## config.mk

```make
export PLATFORM = sky130hd
export DESIGN_NAME = rcg_top
export DESIGN_NICKNAME = d
export VERILOG_FILES = /design/src/logic/rcg_pkg.sv /design/src/logic/rcg_top.sv /design/src/logic/rcg_ahb_regs.sv
export SDC_FILE = /design/constraint.sdc
export NUM_CORES = 1
export LEC_CHECK = 0
export BUFFER_PORTS_ARGS = -buffer_cell sky130_fd_sc_hd__buf_2
export CAP_MARGIN = 40
export CORE_MARGIN = 4
export CORE_UTILIZATION = 40
export CTS_BUF_LIST = sky130_fd_sc_hd__clkbuf_16
export DETAILED_ROUTE_END_ITERATION = 7
export MAX_ROUTING_LAYER = met4
export PLACE_DENSITY = 0.64
export SLEW_MARGIN = 20
export SYNTH_ARGS = -nofsm -noshare
export SYNTH_HDL_FRONTEND = slang
export SYNTH_SLANG_ARGS = --single-unit
```

## constraint.sdc

```tcl
create_clock -name CLK_I -period 3.77 [get_ports CLK_I]
set_clock_uncertainty 0.15 [all_clocks]
set_input_delay 0.1885 -clock CLK_I [delete_from_list [all_inputs] [get_ports CLK_I]]
set_output_delay 0.1885 -clock CLK_I [all_outputs]
set_load 0.02 [all_outputs]
```

## src/logic/rcg_pkg.sv

```systemverilog
/*
  Constants, register map and sequence step functions for the ranging code
  clock generator. Assumes a single system clock that samples the reference.
*/
package rcg_pkg;

  // ----------------------------------------------------------------------
  // Sequence generator geometry
  // ----------------------------------------------------------------------
  localparam int unsigned FAST_LEN       = 9;
  localparam int unsigned SLOW_LEN       = 7;
  // Stage 2 holds bit 8 (fast) or bit 6 (slow) when bit 1 sits in the last stage
  localparam logic [8:0]  FAST_INIT      = 9'h002;
  localparam logic [6:0]  SLOW_INIT      = 7'h02;
  localparam int unsigned FAST_BIT_A     = 255;
  localparam int unsigned FAST_BIT_B     = 510;
  localparam int unsigned FIRST_BIT      = 1;
  localparam logic [6:0]  SLOW_IDX_FIRST = 7'h01;
  localparam logic [6:0]  SLOW_IDX_LAST  = 7'h7F;
  localparam logic [6:0]  SLOW_IDX_STEP  = 7'h01;
  localparam logic [3:0]  SLOT_ONE_RES   = 4'h2;
  localparam logic [3:0]  SLOT_ZERO_RES  = 4'hA;

  // ----------------------------------------------------------------------
  // Register map
  // ----------------------------------------------------------------------
  localparam int unsigned ADDR_W           = 4;
  localparam logic [3:0]  OFS_CTRL         = 4'h0;
  localparam logic [3:0]  OFS_STATUS       = 4'h4;
  localparam logic [3:0]  OFS_INDEX        = 4'h8;
  localparam int unsigned CTRL_DATA_EN_BIT = 0;
  localparam int unsigned CTRL_SHIFT_BIT   = 1;
  localparam int unsigned ST_FAST_LSB      = 0;
  localparam int unsigned ST_SLOW_LSB      = 16;
  localparam int unsigned ST_FL_BIT        = 24;
  localparam int unsigned ST_HALF_BIT      = 25;
  localparam int unsigned ST_QUARTER_BIT   = 26;
  localparam logic        CTRL_DATA_EN_RST = 1'b0;
  localparam logic [31:0] WORD_ZERO        = 32'h0000_0000;
  localparam logic        HRESP_OKAY       = 1'b0;

  // ----------------------------------------------------------------------
  // Step functions
  // ----------------------------------------------------------------------
  // Index 0 is the first stage; the top index is the output stage
  function automatic logic [8:0] rcg_fast_step(input logic [8:0] s, input logic shift);
    logic [8:0] n;
    n      = {s[7:0], 1'b0};
    n[0]   = (s[8] ^ s[3]) | (s[7:0] == 8'h00);
    n[1]   = shift ? 1'b0 : s[0];
    return n;
  endfunction

  function automatic logic [6:0] rcg_slow_step(input logic [6:0] s);
    logic [6:0] n;
    n      = {s[5:0], 1'b0};
    n[0]   = (s[6] ^ s[5]) | (s[5:0] == 6'h00);
    return n;
  endfunction

  function automatic logic [8:0] rcg_fast_at(input int unsigned bit_no);
    logic [8:0] s;
    s = FAST_INIT;
    for (int unsigned i = FIRST_BIT; i < bit_no; i++)
      s = rcg_fast_step(s, 1'b0);
    return s;
  endfunction

  localparam logic [8:0] FAST_STATE_A = rcg_fast_at(FAST_BIT_A);
  localparam logic [8:0] FAST_STATE_B = rcg_fast_at(FAST_BIT_B);

endpackage

```

## src/logic/rcg_top.sv

```systemverilog
/*
  Ranging code clock generator: derives fast and slow code clocks from the
  sampled reference, runs the fast and slow sequences, forms the quarter
  gating waveforms, the data overlay and the composite ranging code.
  Assumes the reference and data pins are synchronous to CLK_I and that the
  reference is well below half the system clock rate.
*/
// Design decisions made here: the placing of the registers and the AHB-Lite interface to the registers.
// Functional notes
// - Code is slow bit XOR (fast bit AND quarter gate) XOR data waveform.
// - Data waveform low unless enabled; pulses slow bits 2+16N or 10+16N.
// - Every clock and timing signal comes from the one reference input.
// - Output buffer enable behaves as NOR input, active at logic zero.
// - Fast and slow recursions with stated start states and periods 511, 127.
// - Sequence bit signals are high while that bit sits in the last stage.
// - Inverted reference halved forms fast gate; true reference gated gives fast clock.
// - Inverted reference gated by slow enable gives slow clock, fast rate over 1022.
// - Half-rate square wave resampled by true reference gives fast phase wave.
// - Slow enable interval on only every second fast end-of-period pulse.
// - Nine-stage fast shift register with decoders for bits 255 and 510.
// - Zero detect on first eight fast stages forces recovery from all zeros.
// - Phase shift high loads zero into fast stage two instead of the stage one bit.
// - Shift one fast clock after bit 510 inserts zero state, delays two bits.
// - Bit 510 and 255 decodes delayed one fast clock give 511, 256 pulses.
// - Slow gate falls at end of bit 511 pulse, rises at end of 256 pulse.
// - Half gate toggles at end of 511 pulse; quarter toggles at end of 256.
// - Pulses and slow gating waveforms all come from fast clock registers.
// - Slow enable from 511 pulse, half gate, square wave; coincides with half fall.
// - Fast sequence advances per fast clock; slow sequence per slow clock.
// - Seven-stage slow register with zero detect on first six stages.
`timescale 1ns/1ps
module rcg_top
  import rcg_pkg::*;
(
  // Clock and reset
  input  wire logic        CLK_I,
  input  wire logic        RST_N_I,
  // Reference and data inputs
  input  wire logic        REFERENCE_CLOCK_ANALOG_INPUT_I,
  input  wire logic        DATA_I,
  input  wire logic        OUTPUT_ENABLE_N_I,
  // AHB-Lite slave
  input  wire logic        HSEL_I,
  input  wire logic [31:0] HADDR_I,
  input  wire logic [1:0]  HTRANS_I,
  input  wire logic        HWRITE_I,
  input  wire logic [2:0]  HSIZE_I,
  input  wire logic [31:0] HWDATA_I,
  input  wire logic        HREADY_I,
  output wire logic [31:0] HRDATA_O,
  output wire logic        HREADYOUT_O,
  output wire logic        HRESP_O,
  // Clock outputs
  output wire logic        FAST_CODE_CLOCK_O,
  output wire logic        SLOW_CODE_CLOCK_O,
  output wire logic        FAST_CLOCK_GATE_O,
  output wire logic        SLOW_CLOCK_GATE_O,
  // Code and timing outputs
  output wire logic        COMPOSITE_RANGING_CODE_O,
  output wire logic        RANGING_SQUARE_WAVE_OUTPUT_O,
  output wire logic        FAST_BIT_511_O,
  output wire logic        FAST_BIT_256_O,
  output wire logic        QUARTER_GATE_O,
  output wire logic        DATA_SLOT_ONE_PULSE_O,
  output wire logic        DATA_SLOT_ZERO_PULSE_O
);

  // ----------------------------------------------------------------------
  // State
  // ----------------------------------------------------------------------
  typedef struct packed {
    logic       ref_s;
    logic       fgate;
    logic       fclk;
    logic       sgate;
    logic       sclk;
    logic       sq;
    logic [8:0] fast;
    logic [6:0] slow;
    logic [6:0] sidx;
    logic       h511;
    logic       h256;
    logic       fl;
    logic       fhalf;
    logic       quarter;
    logic       code;
    logic       code_out;
    logic       sq_out;
    logic       shift_pend;
    logic       data_s;
    logic       slot1;
    logic       slot0;
  } rcg_core_t;

  rcg_core_t s_reg;
  rcg_core_t s_next;

  logic        data_en;
  logic        shift_set;
  logic [31:0] status_word;
  logic [31:0] index_word;

  function automatic logic [6:0] rcg_idx_next(input logic [6:0] i);
    return (i == SLOW_IDX_LAST) ? SLOW_IDX_FIRST : 7'(i + SLOW_IDX_STEP);
  endfunction

  function automatic logic rcg_slot(input logic [6:0] i, input logic [3:0] res);
    return i[3:0] == res;
  endfunction

  // ----------------------------------------------------------------------
  // Register bus
  // ----------------------------------------------------------------------
  rcg_ahb_regs u_regs (
    .CLK_I         (CLK_I),
    .RST_N_I       (RST_N_I),
    .HSEL_I        (HSEL_I),
    .HADDR_I       (HADDR_I),
    .HTRANS_I      (HTRANS_I),
    .HWRITE_I      (HWRITE_I),
    .HSIZE_I       (HSIZE_I),
    .HWDATA_I      (HWDATA_I),
    .HREADY_I      (HREADY_I),
    .HRDATA_O      (HRDATA_O),
    .HREADYOUT_O   (HREADYOUT_O),
    .HRESP_O       (HRESP_O),
    .SHIFT_PEND_I  (s_reg.shift_pend),
    .STATUS_WORD_I (status_word),
    .INDEX_WORD_I  (index_word),
    .DATA_EN_O     (data_en),
    .SHIFT_SET_O   (shift_set)
  );

  always_comb
  begin
    status_word                 = WORD_ZERO;
    status_word[ST_FAST_LSB +: FAST_LEN] = s_reg.fast;
    status_word[ST_SLOW_LSB +: SLOW_LEN] = s_reg.slow;
    status_word[ST_FL_BIT]      = s_reg.fl;
    status_word[ST_HALF_BIT]    = s_reg.fhalf;
    status_word[ST_QUARTER_BIT] = s_reg.quarter;
    index_word                  = WORD_ZERO;
    index_word[SLOW_LEN-1:0]    = s_reg.sidx;
  end

  // ----------------------------------------------------------------------
  // Next state
  // ----------------------------------------------------------------------
  always_comb
  begin
    logic ref_rise;
    logic inv_rise;
    logic fast_tick;
    logic dec_a;
    logic dec_b;
    logic end511;
    logic end256;
    logic slow_tick;
    logic shift_apply;
    logic dprime;
    logic [6:0] idx_n;
    ref_rise    = 1'b0;
    inv_rise    = 1'b0;
    fast_tick   = 1'b0;
    dec_a       = 1'b0;
    dec_b       = 1'b0;
    end511      = 1'b0;
    end256      = 1'b0;
    slow_tick   = 1'b0;
    shift_apply = 1'b0;
    dprime      = 1'b0;
    idx_n       = s_reg.sidx;
    s_next      = s_reg;

    // Edges of the sampled reference stand in for its true and inverted phases
    ref_rise     = REFERENCE_CLOCK_ANALOG_INPUT_I & ~s_reg.ref_s;
    inv_rise     = ~REFERENCE_CLOCK_ANALOG_INPUT_I & s_reg.ref_s;
    s_next.ref_s = REFERENCE_CLOCK_ANALOG_INPUT_I;

    // Fast clock: inverted reference halved, true reference gated
    if (inv_rise)
      s_next.fgate = ~s_reg.fgate;
    fast_tick   = ref_rise & s_reg.fgate;
    s_next.fclk = REFERENCE_CLOCK_ANALOG_INPUT_I & s_next.fgate;
    if (ref_rise)
      s_next.sq = s_reg.fgate;

    // Fast generator decoders
    dec_a = (s_reg.fast == FAST_STATE_A);
    dec_b = (s_reg.fast == FAST_STATE_B);

    // Ends of the retimed pulses mark the gate transitions
    end511 = fast_tick & s_reg.h511 & ~dec_b;
    end256 = fast_tick & s_reg.h256 & ~dec_a;

    // Only the 511 pulse that drops the half gate opens a slow clock
    slow_tick = end511 & s_reg.fhalf;

    // Shift held for the one fast clock right after bit 510
    shift_apply = fast_tick & s_reg.h511 & s_reg.shift_pend;

    if (fast_tick)
    begin
      // Zero into stage two while shifting; eight-stage zero detect restores
      s_next.fast = rcg_fast_step(s_reg.fast, shift_apply);
      s_next.h511 = dec_b;
      s_next.h256 = dec_a;
    end

    if (end511)
    begin
      s_next.fl    = 1'b0;
      s_next.fhalf = ~s_reg.fhalf;
    end
    if (end256)
    begin
      s_next.fl      = 1'b1;
      s_next.quarter = ~s_reg.quarter;
    end

    // Software request wins over the clear in the same cycle
    if (shift_apply)
      s_next.shift_pend = 1'b0;
    if (shift_set)
      s_next.shift_pend = 1'b1;

    // Slow clock gate spans the inverted half of the closing fast bit
    // Uses the new gate value so only one reference-low half falls inside it
    s_next.sgate = s_reg.h511 & s_reg.fhalf & ~s_next.fgate;
    s_next.sclk  = ~REFERENCE_CLOCK_ANALOG_INPUT_I & s_next.sgate;

    if (slow_tick)
    begin
      idx_n        = rcg_idx_next(s_reg.sidx);
      s_next.slow  = rcg_slow_step(s_reg.slow);
      s_next.sidx  = idx_n;
      s_next.slot1 = rcg_slot(idx_n, SLOT_ONE_RES);
      s_next.slot0 = rcg_slot(idx_n, SLOT_ZERO_RES);
      // Data only moves once per slow bit; a faster source is undersampled
      s_next.data_s = DATA_I;
    end

    // Data waveform
    dprime = data_en & (s_reg.data_s ? s_reg.slot1 : s_reg.slot0);

    // Composite code, retimed on the fast clock
    if (fast_tick)
      s_next.code = s_reg.slow[SLOW_LEN-1] ^ (s_reg.fast[FAST_LEN-1] & s_reg.quarter)
                    ^ dprime;

    // Both outputs share one resampling edge, so their phase stays locked
    if (inv_rise)
    begin
      s_next.code_out = ~(~s_reg.code | OUTPUT_ENABLE_N_I);
      s_next.sq_out   = ~(~s_reg.sq | OUTPUT_ENABLE_N_I);
    end
  end

  // ----------------------------------------------------------------------
  // State register
  // ----------------------------------------------------------------------
  // Reset only sets a known start; the zero detectors recover without it
  always_ff @(posedge CLK_I or negedge RST_N_I)
  begin
    if (!RST_N_I)
    begin
      s_reg            <= '0;
      s_reg.fast       <= FAST_INIT;
      s_reg.slow       <= SLOW_INIT;
      s_reg.sidx       <= SLOW_IDX_FIRST;
    end
    else
    begin
      s_reg <= s_next;
    end
  end

  // ----------------------------------------------------------------------
  // Outputs
  // ----------------------------------------------------------------------
  assign FAST_CODE_CLOCK_O            = s_reg.fclk;
  assign SLOW_CODE_CLOCK_O            = s_reg.sclk;
  assign FAST_CLOCK_GATE_O            = s_reg.fgate;
  assign SLOW_CLOCK_GATE_O            = s_reg.sgate;
  assign COMPOSITE_RANGING_CODE_O     = s_reg.code_out;
  assign RANGING_SQUARE_WAVE_OUTPUT_O = s_reg.sq_out;
  assign FAST_BIT_511_O               = s_reg.h511;
  assign FAST_BIT_256_O               = s_reg.h256;
  assign QUARTER_GATE_O               = s_reg.quarter;
  assign DATA_SLOT_ONE_PULSE_O        = s_reg.slot1;
  assign DATA_SLOT_ZERO_PULSE_O       = s_reg.slot0;

endmodule

```

## src/logic/rcg_ahb_regs.sv

```systemverilog
/*
  AHB-Lite slave holding the control register and returning status words.
  Assumes one master, single word transfers, and status words from the core.
*/
`timescale 1ns/1ps
module rcg_ahb_regs
  import rcg_pkg::*;
(
  // Clock and reset
  input  wire logic              CLK_I,
  input  wire logic              RST_N_I,
  // AHB-Lite slave
  input  wire logic              HSEL_I,
  input  wire logic [31:0]       HADDR_I,
  input  wire logic [1:0]        HTRANS_I,
  input  wire logic              HWRITE_I,
  input  wire logic [2:0]        HSIZE_I,
  input  wire logic [31:0]       HWDATA_I,
  input  wire logic              HREADY_I,
  output wire logic [31:0]       HRDATA_O,
  output wire logic              HREADYOUT_O,
  output wire logic              HRESP_O,
  // Core side
  input  wire logic              SHIFT_PEND_I,
  input  wire logic [31:0]       STATUS_WORD_I,
  input  wire logic [31:0]       INDEX_WORD_I,
  output wire logic              DATA_EN_O,
  output wire logic              SHIFT_SET_O
);

  typedef struct packed {
    logic              wr_pend;
    logic [ADDR_W-1:0] wr_addr;
    logic [31:0]       rdata;
    logic              data_en;
    logic              shift_set;
  } rcg_bus_t;

  rcg_bus_t s_reg;
  rcg_bus_t s_next;

  function automatic logic [31:0] rcg_read_word(input logic [ADDR_W-1:0] a,
                                                input logic de, input logic sp,
                                                input logic [31:0] st,
                                                input logic [31:0] ix);
    logic [31:0] w;
    w = WORD_ZERO;
    case (a)
      OFS_CTRL:
      begin
        w[CTRL_DATA_EN_BIT] = de;
        w[CTRL_SHIFT_BIT]   = sp;
      end
      OFS_STATUS: w = st;
      OFS_INDEX:  w = ix;
      default:    w = WORD_ZERO;
    endcase
    return w;
  endfunction

  // ----------------------------------------------------------------------
  // Next state
  // ----------------------------------------------------------------------
  // HSIZE is not checked: every access is treated as a whole word
  always_comb
  begin
    logic acc;
    acc    = HSEL_I & HREADY_I & HTRANS_I[1];
    s_next = s_reg;
    s_next.shift_set = 1'b0;
    s_next.wr_pend   = acc & HWRITE_I;
    if (acc)
      s_next.wr_addr = HADDR_I[ADDR_W-1:0];
    if (acc && !HWRITE_I)
      s_next.rdata = rcg_read_word(HADDR_I[ADDR_W-1:0], s_reg.data_en, SHIFT_PEND_I,
                                   STATUS_WORD_I, INDEX_WORD_I);
    if (s_reg.wr_pend && s_reg.wr_addr == OFS_CTRL)
    begin
      s_next.data_en   = HWDATA_I[CTRL_DATA_EN_BIT];
      s_next.shift_set = HWDATA_I[CTRL_SHIFT_BIT];
    end
  end

  always_ff @(posedge CLK_I or negedge RST_N_I)
  begin
    if (!RST_N_I)
      s_reg <= '{wr_pend: 1'b0, wr_addr: '0, rdata: WORD_ZERO,
                 data_en: CTRL_DATA_EN_RST, shift_set: 1'b0};
    else
      s_reg <= s_next;
  end

  assign HRDATA_O    = s_reg.rdata;
  assign HREADYOUT_O = 1'b1;
  assign HRESP_O     = HRESP_OKAY;
  assign DATA_EN_O   = s_reg.data_en;
  assign SHIFT_SET_O = s_reg.shift_set;

endmodule

```

==> results by group, run 1 <==
Run status
  • Outcome: completed

Logic synthesis
  • Cell types with the largest area share after synthesis: dfrtp_1 52%, buf_4 8.2%, mux2_2 4.7%
  • Post-synthesis cell area: 0.00310 mm^2
  • Leading area contributor after synthesis: dfrtp_1
  • Proportion of synthesized chip area in sequential cells: 0.543
  • Mean area per synthesized cell: 11.9 um^2
  • Commonest cells in the synthesized netlist: 64 x dfrtp_1, 34 x buf_4, 19 x nand2_1, 14 x a22o_1, 13 x mux2_2
  • Count of different cell masters after synthesis: 45
  • Synth async-reset ratio: 1.00
  • Synthesized instance count: 260
  • Number of warnings printed during yosys synthesis: 0
  • Cell with the most instances after synthesis: dfrtp_1
  • Primary FF master, synth: dfrtp_1
  • Number of synthesized register bits: 67
  • Number of enable flip-flop cells after synthesis: 0
  • Fraction of synthesized cell area taken by the top area cell type: 0.517

Placed design
  • Detailed Place HPWL: 4080 um
  • Gp weighted congestion: 0.790
  • Total of buffers placed on input and output ports: between 40 and 50

Clocking
  • Post-CTS clock slew at the launch and capture registers of the worst setup and hold paths: 50 ps
  • Post-CTS repair timing setup buffer count: 0
  • Clock buffer depth: 2
  • Clock buffers created by TritonCTS: 9
  • Post-cts sizing count: 0
  • Num Clock Sinks: 67
  • Clock latency of the later-clocked register in the worst-skew pair: around 330 ps
  • Depth of the CTS H-tree: 3
  • TritonCTS clock tree: built
  • Buffer type at the clock tree root: clkbuf_16

Layout
  • Flip-flop count of the largest register after layout: 23
  • Number of fillers in the final layout: 673
  • Synthesis-to-layout area growth: 15.2%
  • Antenna diode instance count: 0
  • Fin nets: 379
  • Layout cell share with drive strength beyond 1: 0.269

Setup path
  • Signal arrival time at the worst endpoint: ~2200 ps
  • Critical Path Start Type: input port
  • Reg2reg setup slack: 1670 ps
  • Length in cells of the worst reg-to-reg path: 4
  • Critical Path RT: 3890 ps
  • Worst-path maximum fanout: 22
  • Capturing element type of the critical path: flop
  • Critical path class: input port to flop

Floorplanning
  • Initial core utilization: 0.420
  • Site Rows: 31
  • Die width: 96.0 um
  • Vert. Die Dim: 96.0 um
  • Total Die Area: 0.00921 mm^2
  • Core area: 0.00737 mm^2
  • Count of pins on the block boundary: about 120

Timing
  • Highest Clock Rate: 475 MHz
  • Setup-violating endpoint count in the final report: 0
  • RSZ-0062 raised after global routing: no
  • Time the worst path needs with I/O delays and setup: ~2100 ps
  • Hold Fails Final Rpt: 0
  • Final period utilization: 0.558
  • Worst-Margin Slew: 747 ps
  • Number of max-slew violations in the final report: 0
  • Final-layout setup total negative slack: 0 ps
  • Headroom to the max-slew limit: 0.502
  • Final Hold Slack: 39.4 ps

Route
  • Count of antenna-violating nets left after detailed routing: 0
  • Vias per inst: around 4.9
  • Average wire length per cell after detail routing: 14.4 um
  • Number of detailed-routing iterations run before antenna repair: 5
  • Total Routed Length: a little under 6000 um
  • Initial detailed-routing violation count: 87
  • Count of unresolved DRC violations after routing: 0
  • Via count of the routed design: around 2000

Power
  • Peak VDD IR: 232 uV
  • PnR Total Power: 1890 uW
  • Static power due to leakage: 0.00185 uW
  • Power per standard cell area: 531 mW/mm^2

Global route
  • Total global routing overflow: 0
  • Number of antenna violations at the first check in global routing: 0
  • Largest net degree at the start of global routing: 35
  • GRT Resource Usage Total: 0.147
  • Number of global-route vias before repair: 1919
  • Wire length of the first global-routing pass: 9820 um

Worst hold path
  • Worst Hold Class: input port to flop
  • Worst hold stages: 2

Run
  • Max Cap Violations: 0
## routing by layer
layer,vias to the layer above,GRT usage,part of all wire
li1,954,-,-
met1,972,0.192,0.48
met2,58,0.208,0.44
met3,7,0.0532,0.060
met4,0,0.0569,0.018
met5,-,-,0
## cell usage in the layout (no fill, tap or decap), drive strengths merged, types with 5 or more instances in the layout
| cell type | count |
|---|---|
| clkbuf | 9 |
| conb | 15 |
| xor2 | 5 |
| a222oi | 5 |
| nor2 | 5 |
| buf | 49 |
| clkinv | 6 |
| o21ai | 12 |
| mux2 | 23 |
| nand3 | 6 |
| dfrtp | 64 |
| nand2 | 20 |
| xnor2 | 6 |
| dlygate4sd3 | 8 |
| a22o | 14 |
| inv | 12 |
## timing repair
item                                    CTS  global route
hold buffers                              8             0
endpoints found under the setup margin    0             0
hold endpoints to repair                 40             0
## cells by family after synthesis
group                    count (synthesis)  synth area share
AO/OA/AOI/OAI                           40            0.0949
XOR/XNOR                                11            0.0311
adder cells (fa/ha/maj)                  2           0.00808
buffers and inverters                   52             0.107
flip-flops                              67             0.543
multiplexers                            27            0.0966
other                                    2           0.00243
AND/OR/NAND/NOR                         59             0.117
## critical path, cell delays in order
cell and delay (ps):
dlygate4sd3_1 530, buf_2 120, nand4b_1 160, buf_4 230
nor4_1 590, buf_1 220, a222oi_1 80, inv_1 80
## per-stage QoR
stage | std cells | instance area (um^2) | util | setup slack, ps
finish | 404 | 3570 | 0.484 | 1670
global route | 404 | 3570 | 0.484 | 1540
CTS | 404 | 3570 | 0.484 | 1650
detailed placement | 380 | 3240 | 0.439 | 1660
global placement | 378 | 3220 | 0.437 | 1660
floorplan | 273 | 3150 | - | 1940
## layout make-up
cell class,instances,area (um^2),share of cell area
Multi-Input combinational cell,154,1130,0.317
Inverter,11,41.3,0.0116
Sequential cell,67,1680,0.471
Clock buffer,9,225,0.0631
Clock inverter,7,27.5,0.00771
Timing Repair Buffer,57,338,0.0947
Tap cell,99,124,0.0347
## path summary, 6_finish.rpt
path | from | end
max | HWRITE_I | u_regs.HRDATA_O[6]$_DFFE_PN0P_
max in group asynchronous | RST_N_I | index_word[0]$_DFFE_PN1P_
min reg2reg | u_regs.SHIFT_SET_O$_DFF_PN0_ | s_reg[3]$_DFFE_PN0P_
min | HADDR_I[1] | u_regs.s_reg[35]$_DFFE_PN0P_
min in group asynchronous | RST_N_I | FAST_CODE_CLOCK_O$_DFF_PN0_
max reg2reg | s_reg[29]$_DFFE_PN0P_ | s_reg[22]$_DFFE_PN0P_
## power by group
group / leakage [uW] / internal [uW] / switching [uW]
logic: 0.000838 / 123 / 151
clock network: 0.000128 / 428 / 276
registers: 0.000880 / 811 / 104
Note: power is estimated with default switching activity, not from simulation.
==> run 2: changes to the inputs <==
ABC_AREA = 1   (was not set)
PLACE_DENSITY = 0.66   (was 0.64)
clock period = 1.7 ns   (was 3.77 ns; I/O delays follow)
==> run 2 against run 1 <==
  * Non-clock buffer count is 9 higher
  * Critical path type is now flop to flop
  * Die area is 4.2% higher
  * Highest routed layer unchanged
  * Critical endpoint is now DATA_SLOT_ONE_PULSE_O$_DFFE_PN0P_
  * Synthesized area is 4.6% higher
  * Wire length is 13% higher
  * Hold slack worse by 34 ps
  * Combinational power is 140% higher
  * Cell count is 30% higher
  * Core utilization is 1.6 points higher
==> results by group, run 2 <==
Route
  • Wire length on met2: 2990 um
  • Highest metal layer used by the detailed router: met4
  • Count of antenna-violating nets left after detailed routing: 0
  • Initial detailed-routing violation count: 110
  • Vias per inst: 4.60
  • Number of detailed-routing iterations run before antenna repair: 4
  • Via count of the routed design: 2420
  • Met1 wire length: 3150 um
  • Count of unresolved DRC violations after routing: 0
  • Met3 Wirelength: 370 um
  • Average wire length per cell after detail routing: 12.6 um
  • Total Routed Length: 6610 um

Logic synthesis
  • Primary FF master, synth: dfrtp_1
  • Fraction of synthesized cell area taken by the top area cell type: 0.495
  • Leading area contributor after synthesis: dfrtp_1
  • Proportion of synthesized chip area in sequential cells: 0.519
  • Mean area per synthesized cell: just under 9 um^2
  • Count of different cell masters after synthesis: 33
  • Number of enable flip-flop cells after synthesis: 0
  • Number of synthesized register bits: 67
  • Cell types with the largest area share after synthesis: dfrtp_1 49%, nand2_1 12%, buf_4 7.9%
  • Synthesized instance count: 370
  • Cell with the most instances after synthesis: nand2_1
  • Post-synthesis cell area: 0.00324 mm^2
  • Number of warnings printed during yosys synthesis: 0
  • Synth async-reset ratio: 1.00
  • Commonest cells in the synthesized netlist: 101 x nand2_1, 64 x dfrtp_1, 40 x inv_1, 34 x buf_4, 30 x o21ai_0

Clocking
  • Depth of the CTS H-tree: 3
  • Clock buffers created by TritonCTS: 9
  • Num Clock Sinks: 67
  • Buffer type at the clock tree root: clkbuf_16
  • Clock latency of the later-clocked register in the worst-skew pair: 330 ps
  • Clock buffer depth: 2
  • TritonCTS clock tree: built
  • Post-CTS clock slew at the launch and capture registers of the worst setup and hold paths: 60 ps

Floorplanning
  • Count of pins on the block boundary: 122
  • Initial core utilization: 0.415
  • Vert. Die Dim: 98.0 um
  • Site Rows: 32
  • Core area: 0.00781 mm^2
  • Total Die Area: 0.00960 mm^2
  • Die width: 98.0 um

Worst hold path
  • Worst hold stages: 3
  • Worst hold endpoint: u_regs.s_reg[37]$_DFFE_PN0P_
  • Worst Hold Class: input port to flop
  • Hold path startpoint: HREADY_I

Setup path
  • Critical Path RT: around 1800 ps
  • Critical Path Start Type: flop
  • Worst-path maximum fanout: 4
  • Critical path class: flop to flop
  • Capturing element type of the critical path: flop
  • Terminus of the critical flop-to-flop path: DATA_SLOT_ONE_PULSE_O$_DFFE_PN0P_
  • Length in cells of the worst reg-to-reg path: 9
  • Signal arrival time at the worst endpoint: ~1700 ps
  • Reg2reg setup slack: 130 ps
  • Reg2reg start: index_word[0]$_DFFE_PN1P_

Run
  • Max Cap Violations: 0

Timing
  • RSZ-0062 raised after global routing: no
  • Number of max-slew violations in the final report: 0
  • Time the worst path needs with I/O delays and setup: 1570 ps
  • Final Hold Slack: 5.09 ps
  • Final-layout setup total negative slack: 0 ps
  • Highest Clock Rate: 639 MHz
  • Setup-violating endpoint count in the final report: 0
  • Hold Fails Final Rpt: 0
  • Final period utilization: 0.921

Power
  • Peak VDD IR: between 500 and 600 uV
  • Static power due to leakage: roughly 0.002 uW
  • Power per standard cell area: 1210 mW/mm^2

Layout
  • Fin nets: about 500
  • Design area: about 0.0039 mm^2
  • Most used cells in the layout excluding fill and tap cells: 100 x nand2_1, 64 x dfrtp_1, 44 x buf_2, 40 x inv_1, 30 x o21ai_0
  • Post-Route Utilization: 0.500
  • Flip-flop count of the largest register after layout: 23
  • Final std cells w/o fill: 526
  • Antenna diode instance count: 0
  • Layout cell share with drive strength beyond 1: 0.231
  • Synthesis-to-layout area growth: 20.6%
  • Most frequent standard cell in the layout excluding fill and tap cells: nand2_1

Global route
  • Total global routing overflow: 0
  • Number of antenna violations at the first check in global routing: 0
  • GRT Resource Usage Total: 0.150
  • Largest net degree at the start of global routing: 68
  • Number of global-route vias before repair: 2389
  • Wire length of the first global-routing pass: 11300 um

Placed design
  • Gp weighted congestion: 0.806
  • Total of buffers placed on input and output ports: between 40 and 50
  • Detailed Place HPWL: 4510 um
  • Dpl cells: around 500
  • Placed cell area: 0.00344 mm^2

Run status
  • Outcome: completed
==> run 2: cell count changes after synthesis, sizes merged, moves of 5 or more <==
cell    change
nand3      +12
nor2       +19
a22o       -14
inv        +32
mux2       -20
o211ai      +6
nand2      +83
o21ai      +28
a222oi      -5
==> run 2: cell families after synthesis <==
kind of cell	share of synthesized area
other	0.00232
and+or+nand+nor	0.214
buffers and inverters	0.145
AOI/OAI and AO/OA	0.0889
adders and majority gates	0.00773
xor gates and xnor gates	0.0135
DFF	0.519
muxes	0.0104
==> run 2: timing repair <==
| action | CTS | global route |
|---|---|---|
| hold buffers | 11 | 0 |
| gates resized for setup | 0 | 4 |
| endpoints found under the setup margin | 0 | 11 |
| setup buffers | 0 | 0 |
| hold endpoints to repair | 82 | 0 |
==> run 2: area by class of cell <==
class                   count  area (um^2)
clock inverters             7          116
fillers                   761         3900
clock buffers               9          225
flip-flops and latches     67         1680
inverters                  43          161
multi-input cells         232         1150
well taps                 102          128
repair buffers             66          438
==> run 2: per-layer routing <==
layer	vias up	global-route usage
met5	-	-
met4	0	0.0511
li1	1216	-
met3	9	0.0371
met2	66	0.220
met1	1129	0.204
==> run 2: worst max-delay path by stage <==
| stage | from | end | slack, ps | depth (start not counted) |
|---|---|---|---|---|
| floorplan | index_word[0]$_DFFE_PN1P_ | DATA_SLOT_ONE_PULSE_O$_DFFE_PN0P_ | 90 | 9 |
| global placement | index_word[0]$_DFFE_PN1P_ | DATA_SLOT_ONE_PULSE_O$_DFFE_PN0P_ | 140 | 9 |
| detailed placement | index_word[0]$_DFFE_PN1P_ | DATA_SLOT_ONE_PULSE_O$_DFFE_PN0P_ | 110 | 9 |
| CTS | HADDR_I[0] | u_regs.HRDATA_O[5]$_DFFE_PN0P_ | 10 | 7 |
| global route | index_word[0]$_DFFE_PN1P_ | DATA_SLOT_ONE_PULSE_O$_DFFE_PN0P_ | 20 | 9 |
| finish | index_word[0]$_DFFE_PN1P_ | DATA_SLOT_ONE_PULSE_O$_DFFE_PN0P_ | 130 | 9 |
==> run 2: through the flow <==
stage	total power (uW)	worst slack [ps]
2_1_floorplan	2410	86.6
3_3_place_gp	2600	141
3_5_place_dp	2620	111
4_1_cts	4760	14.8
5_1_grt	4960	17.3
6_report	4720	135
==> run 2: worst max-delay path: stages (launching register included) <==
cell     delay (ps)
dfstp_2         530
ha_1            160
nand2_1          80
nor2_2          140
nand2_2         100
nand3_1         100
nand2_1          60
nor2_1           80
nand2_1          60
nand2_1          50
==> run 2: power by group <==
group	internal [uW]	total [uW]	switching [uW]	leakage, uW
Combinational	241	668	427	0.000903
Sequential	1790	1950	158	0.000893
Clock	1430	2100	676	0.000165
Total	3460	4720	1260	0.00196
==> run 3: changes to the inputs <==
ABC_AREA = not set   (was 1)
==> run 3 against run 2 <==
  * Die area shrank 4.0%
  * Core utilization increased by 4.1 points
  * Clock power shrank 19%
  * The run now ends with negative setup slack left
  * Flip-flop and latch count is the same
  * Hold slack improved by 120 ps
  * Sequential power about the same
  * Global-route usage is 0.67 points higher
  * Total power fell by 1.6%
  * Via count down 11%
  * First-iteration DRC count rose by 9.1%
  * Fmax shrank 8.7%
==> results by group, run 3 (same netlist as run 1, synthesis figures left out) <==
Timing
  • Hold Fails Final Rpt: 0
  • Final-layout setup total negative slack: -14.5 ps
  • Worst Slack Setup Final: -14.5 ps
  • Number of max-slew violations in the final report: 0
  • Worst-Margin Slew: 550 ps
  • Final period utilization: 1.01
  • Headroom to the max-slew limit: 0.634
  • Highest Clock Rate: between 500 and 600 MHz
  • RSZ-0062 raised after global routing: yes
  • Time the worst path needs with I/O delays and setup: 1710 ps
  • Setup-violating endpoint count in the final report: 1
  • Final Hold Slack: 122 ps

Setup path
  • Worst-path maximum fanout: 3
  • Count of buffer and inverter cells on the critical path: 0
  • Signal arrival time at the worst endpoint: 1820 ps
  • Critical path class: flop to flop
  • Worst path max stage delay: about 500 ps
  • Critical Path RT: 1810 ps
  • Cell-by-cell trace of the critical path: or4_1, or3_4, nand4b_4, xnor2_1
  • Critical Path Slowest Stage Cell: or4_1
  • Critical Path Start Type: flop
  • Capturing element type of the critical path: flop
  • Category of cells accounting for the largest share of critical-path delay: simple AND/OR/NAND/NOR gates

Route
  • Total Routed Length: between 6000 and 7000 um
  • Count of antenna-violating nets left after detailed routing: 0
  • Vias per inst: 4.89
  • Number of detailed-routing iterations run before antenna repair: 6
  • Via count of the routed design: 2142
  • Initial detailed-routing violation count: 120
  • Average wire length per cell after detail routing: 14.7 um
  • Count of unresolved DRC violations after routing: 0

Clocking
  • Buffer type at the clock tree root: clkbuf_16
  • Clock buffers created by TritonCTS: 9
  • TritonCTS clock tree: built
  • Clock buffer depth: 2
  • Num Clock Sinks: 67
  • Depth of the CTS H-tree: 3
  • Post-CTS clock slew at the launch and capture registers of the worst setup and hold paths: 60 ps
  • Clock latency of the later-clocked register in the worst-skew pair: 330 ps

Layout
  • Number of fillers in the final layout: 669
  • Most frequent standard cell in the layout excluding fill and tap cells: dfrtp_1
  • Post-Route Utilization: 0.541
  • Flip-flop count of the largest register after layout: 23
  • Layout cell share with drive strength beyond 1: 0.375
  • Synthesis-to-layout area growth: 28.8%
  • Most used cells in the layout excluding fill and tap cells: 62 x dfrtp_1, 44 x buf_2, 28 x buf_4, 19 x nand2_1, 15 x conb_1
  • Antenna diode instance count: 0
  • Fin nets: approximately 410

Run status
  • Violated checks: negative setup slack
  • Outcome: finished, violations left

Global route
  • GRT Resource Usage Total: 0.157
  • Total global routing overflow: 0
  • Largest net degree at the start of global routing: 24
  • Number of global-route vias before repair: 2090
  • Wire length of the first global-routing pass: 10400 um
  • Number of antenna violations at the first check in global routing: 0

Power
  • Fraction of power consumed by combinational cells: 0.211
  • Net Sw Frac: 0.292
  • Peak VDD IR: 740 uV
  • NetSw: around 1400 uW
  • Clock network power share: 0.365
  • Internal power contribution: 3290 uW
  • Power per standard cell area: 1160 mW/mm^2
  • Static power due to leakage: 0.00207 uW
  • Seq pwr share: 0.424

Floorplanning
  • Total Die Area: approximately 0.009 mm^2
  • Die width: 96.0 um
  • Site Rows: 31
  • Vert. Die Dim: 96.0 um
  • Core area: 0.00737 mm^2
  • Initial core utilization: 0.420
  • Count of pins on the block boundary: 122

Placed design
  • Gp weighted congestion: 0.778
  • Total of buffers placed on input and output ports: 44
  • Detailed Place HPWL: ~4400 um

Run
  • Max Cap Violations: 0

Worst hold path
  • Worst Hold Class: input port to async pin
-- run 3: cell types whose count changed in the layout (fill, tap and decap cells not counted), sizes merged, moves of 19 or more --
cell   previous run  this run
nor2             24         5
nand2           103        20
buf              55        78
mux2              3        23
o21ai            40        12
inv              43        13
-- run 3: power by group through the flow --
stage | Clock [uW] | Sequential, uW | Combinational, uW
global placement | 0 | 2000 | 900
CTS | 1730 | 1970 | 972
finish | 1700 | 1970 | 982
detailed placement | 0 | 2010 | 918
floorplan | 0 | 2060 | 460
global route | 1810 | 1990 | 1070
-- run 3: layer usage --
metal  routed length [um]  global-route usage
met5                    0                   -
met4                   82              0.0462
met3                  332              0.0539
met2                 3110               0.240
met1                 2930               0.197
-- run 3: path summary, 6_finish.rpt --
kind                                              startpoint                            to  slack [ps]  cells past startpoint
worst max register to register         s_reg[27]$_DFFE_PN1P_    QUARTER_GATE_O$_DFFE_PN0P_         -10                      4
worst max-delay path                   s_reg[27]$_DFFE_PN1P_    QUARTER_GATE_O$_DFFE_PN0P_         -10                      4
worst min register to register  u_regs.SHIFT_SET_O$_DFF_PN0_          s_reg[3]$_DFFE_PN0P_         280                      1
max in group asynchronous                            RST_N_I     index_word[0]$_DFFE_PN1P_         680                      3
worst min-delay path                                 RST_N_I   SLOW_CODE_CLOCK_O$_DFF_PN0_         120                      2
min in group CLK_I                                  HREADY_I  u_regs.s_reg[35]$_DFFE_PN0P_         120                      3
-- run 3: timing repair --
action | CTS | global route
hold buffers | 12 | 0
resized for setup | 0 | 11
endpoints found under the setup margin | 6 | 15
hold endpoints to repair | 77 | 0
setup buffers | 1 | 3
gates cloned | 0 | 1
pin swaps | 2 | 0
-- run 3: layout make-up --
type,count,area (um^2),share of cell area
clock buffers,9,225,0.0565
repair buffers,91,678,0.170
flip-flops and latches,67,1680,0.422
clock inverters,7,46.3,0.0116
multi-input cells,154,1190,0.298
well taps,99,124,0.0311
inverters,11,41.3,0.0104
-- run 3: metrics by stage --
| stage | setup slack, ps | area [um^2] | power (uW) | instances |
|---|---|---|---|---|
| floorplan | -68.4 | 3170 | 2520 | 273 |
| detailed placement | -5.42 | 3500 | 2920 | 405 |
| finish | -14.5 | 3990 | 4640 | 438 |
| global route | -70.8 | 3990 | 4880 | 438 |
| CTS | -10.8 | 3900 | 4670 | 434 |
| global placement | 9.19 | 3500 | 2900 | 405 |
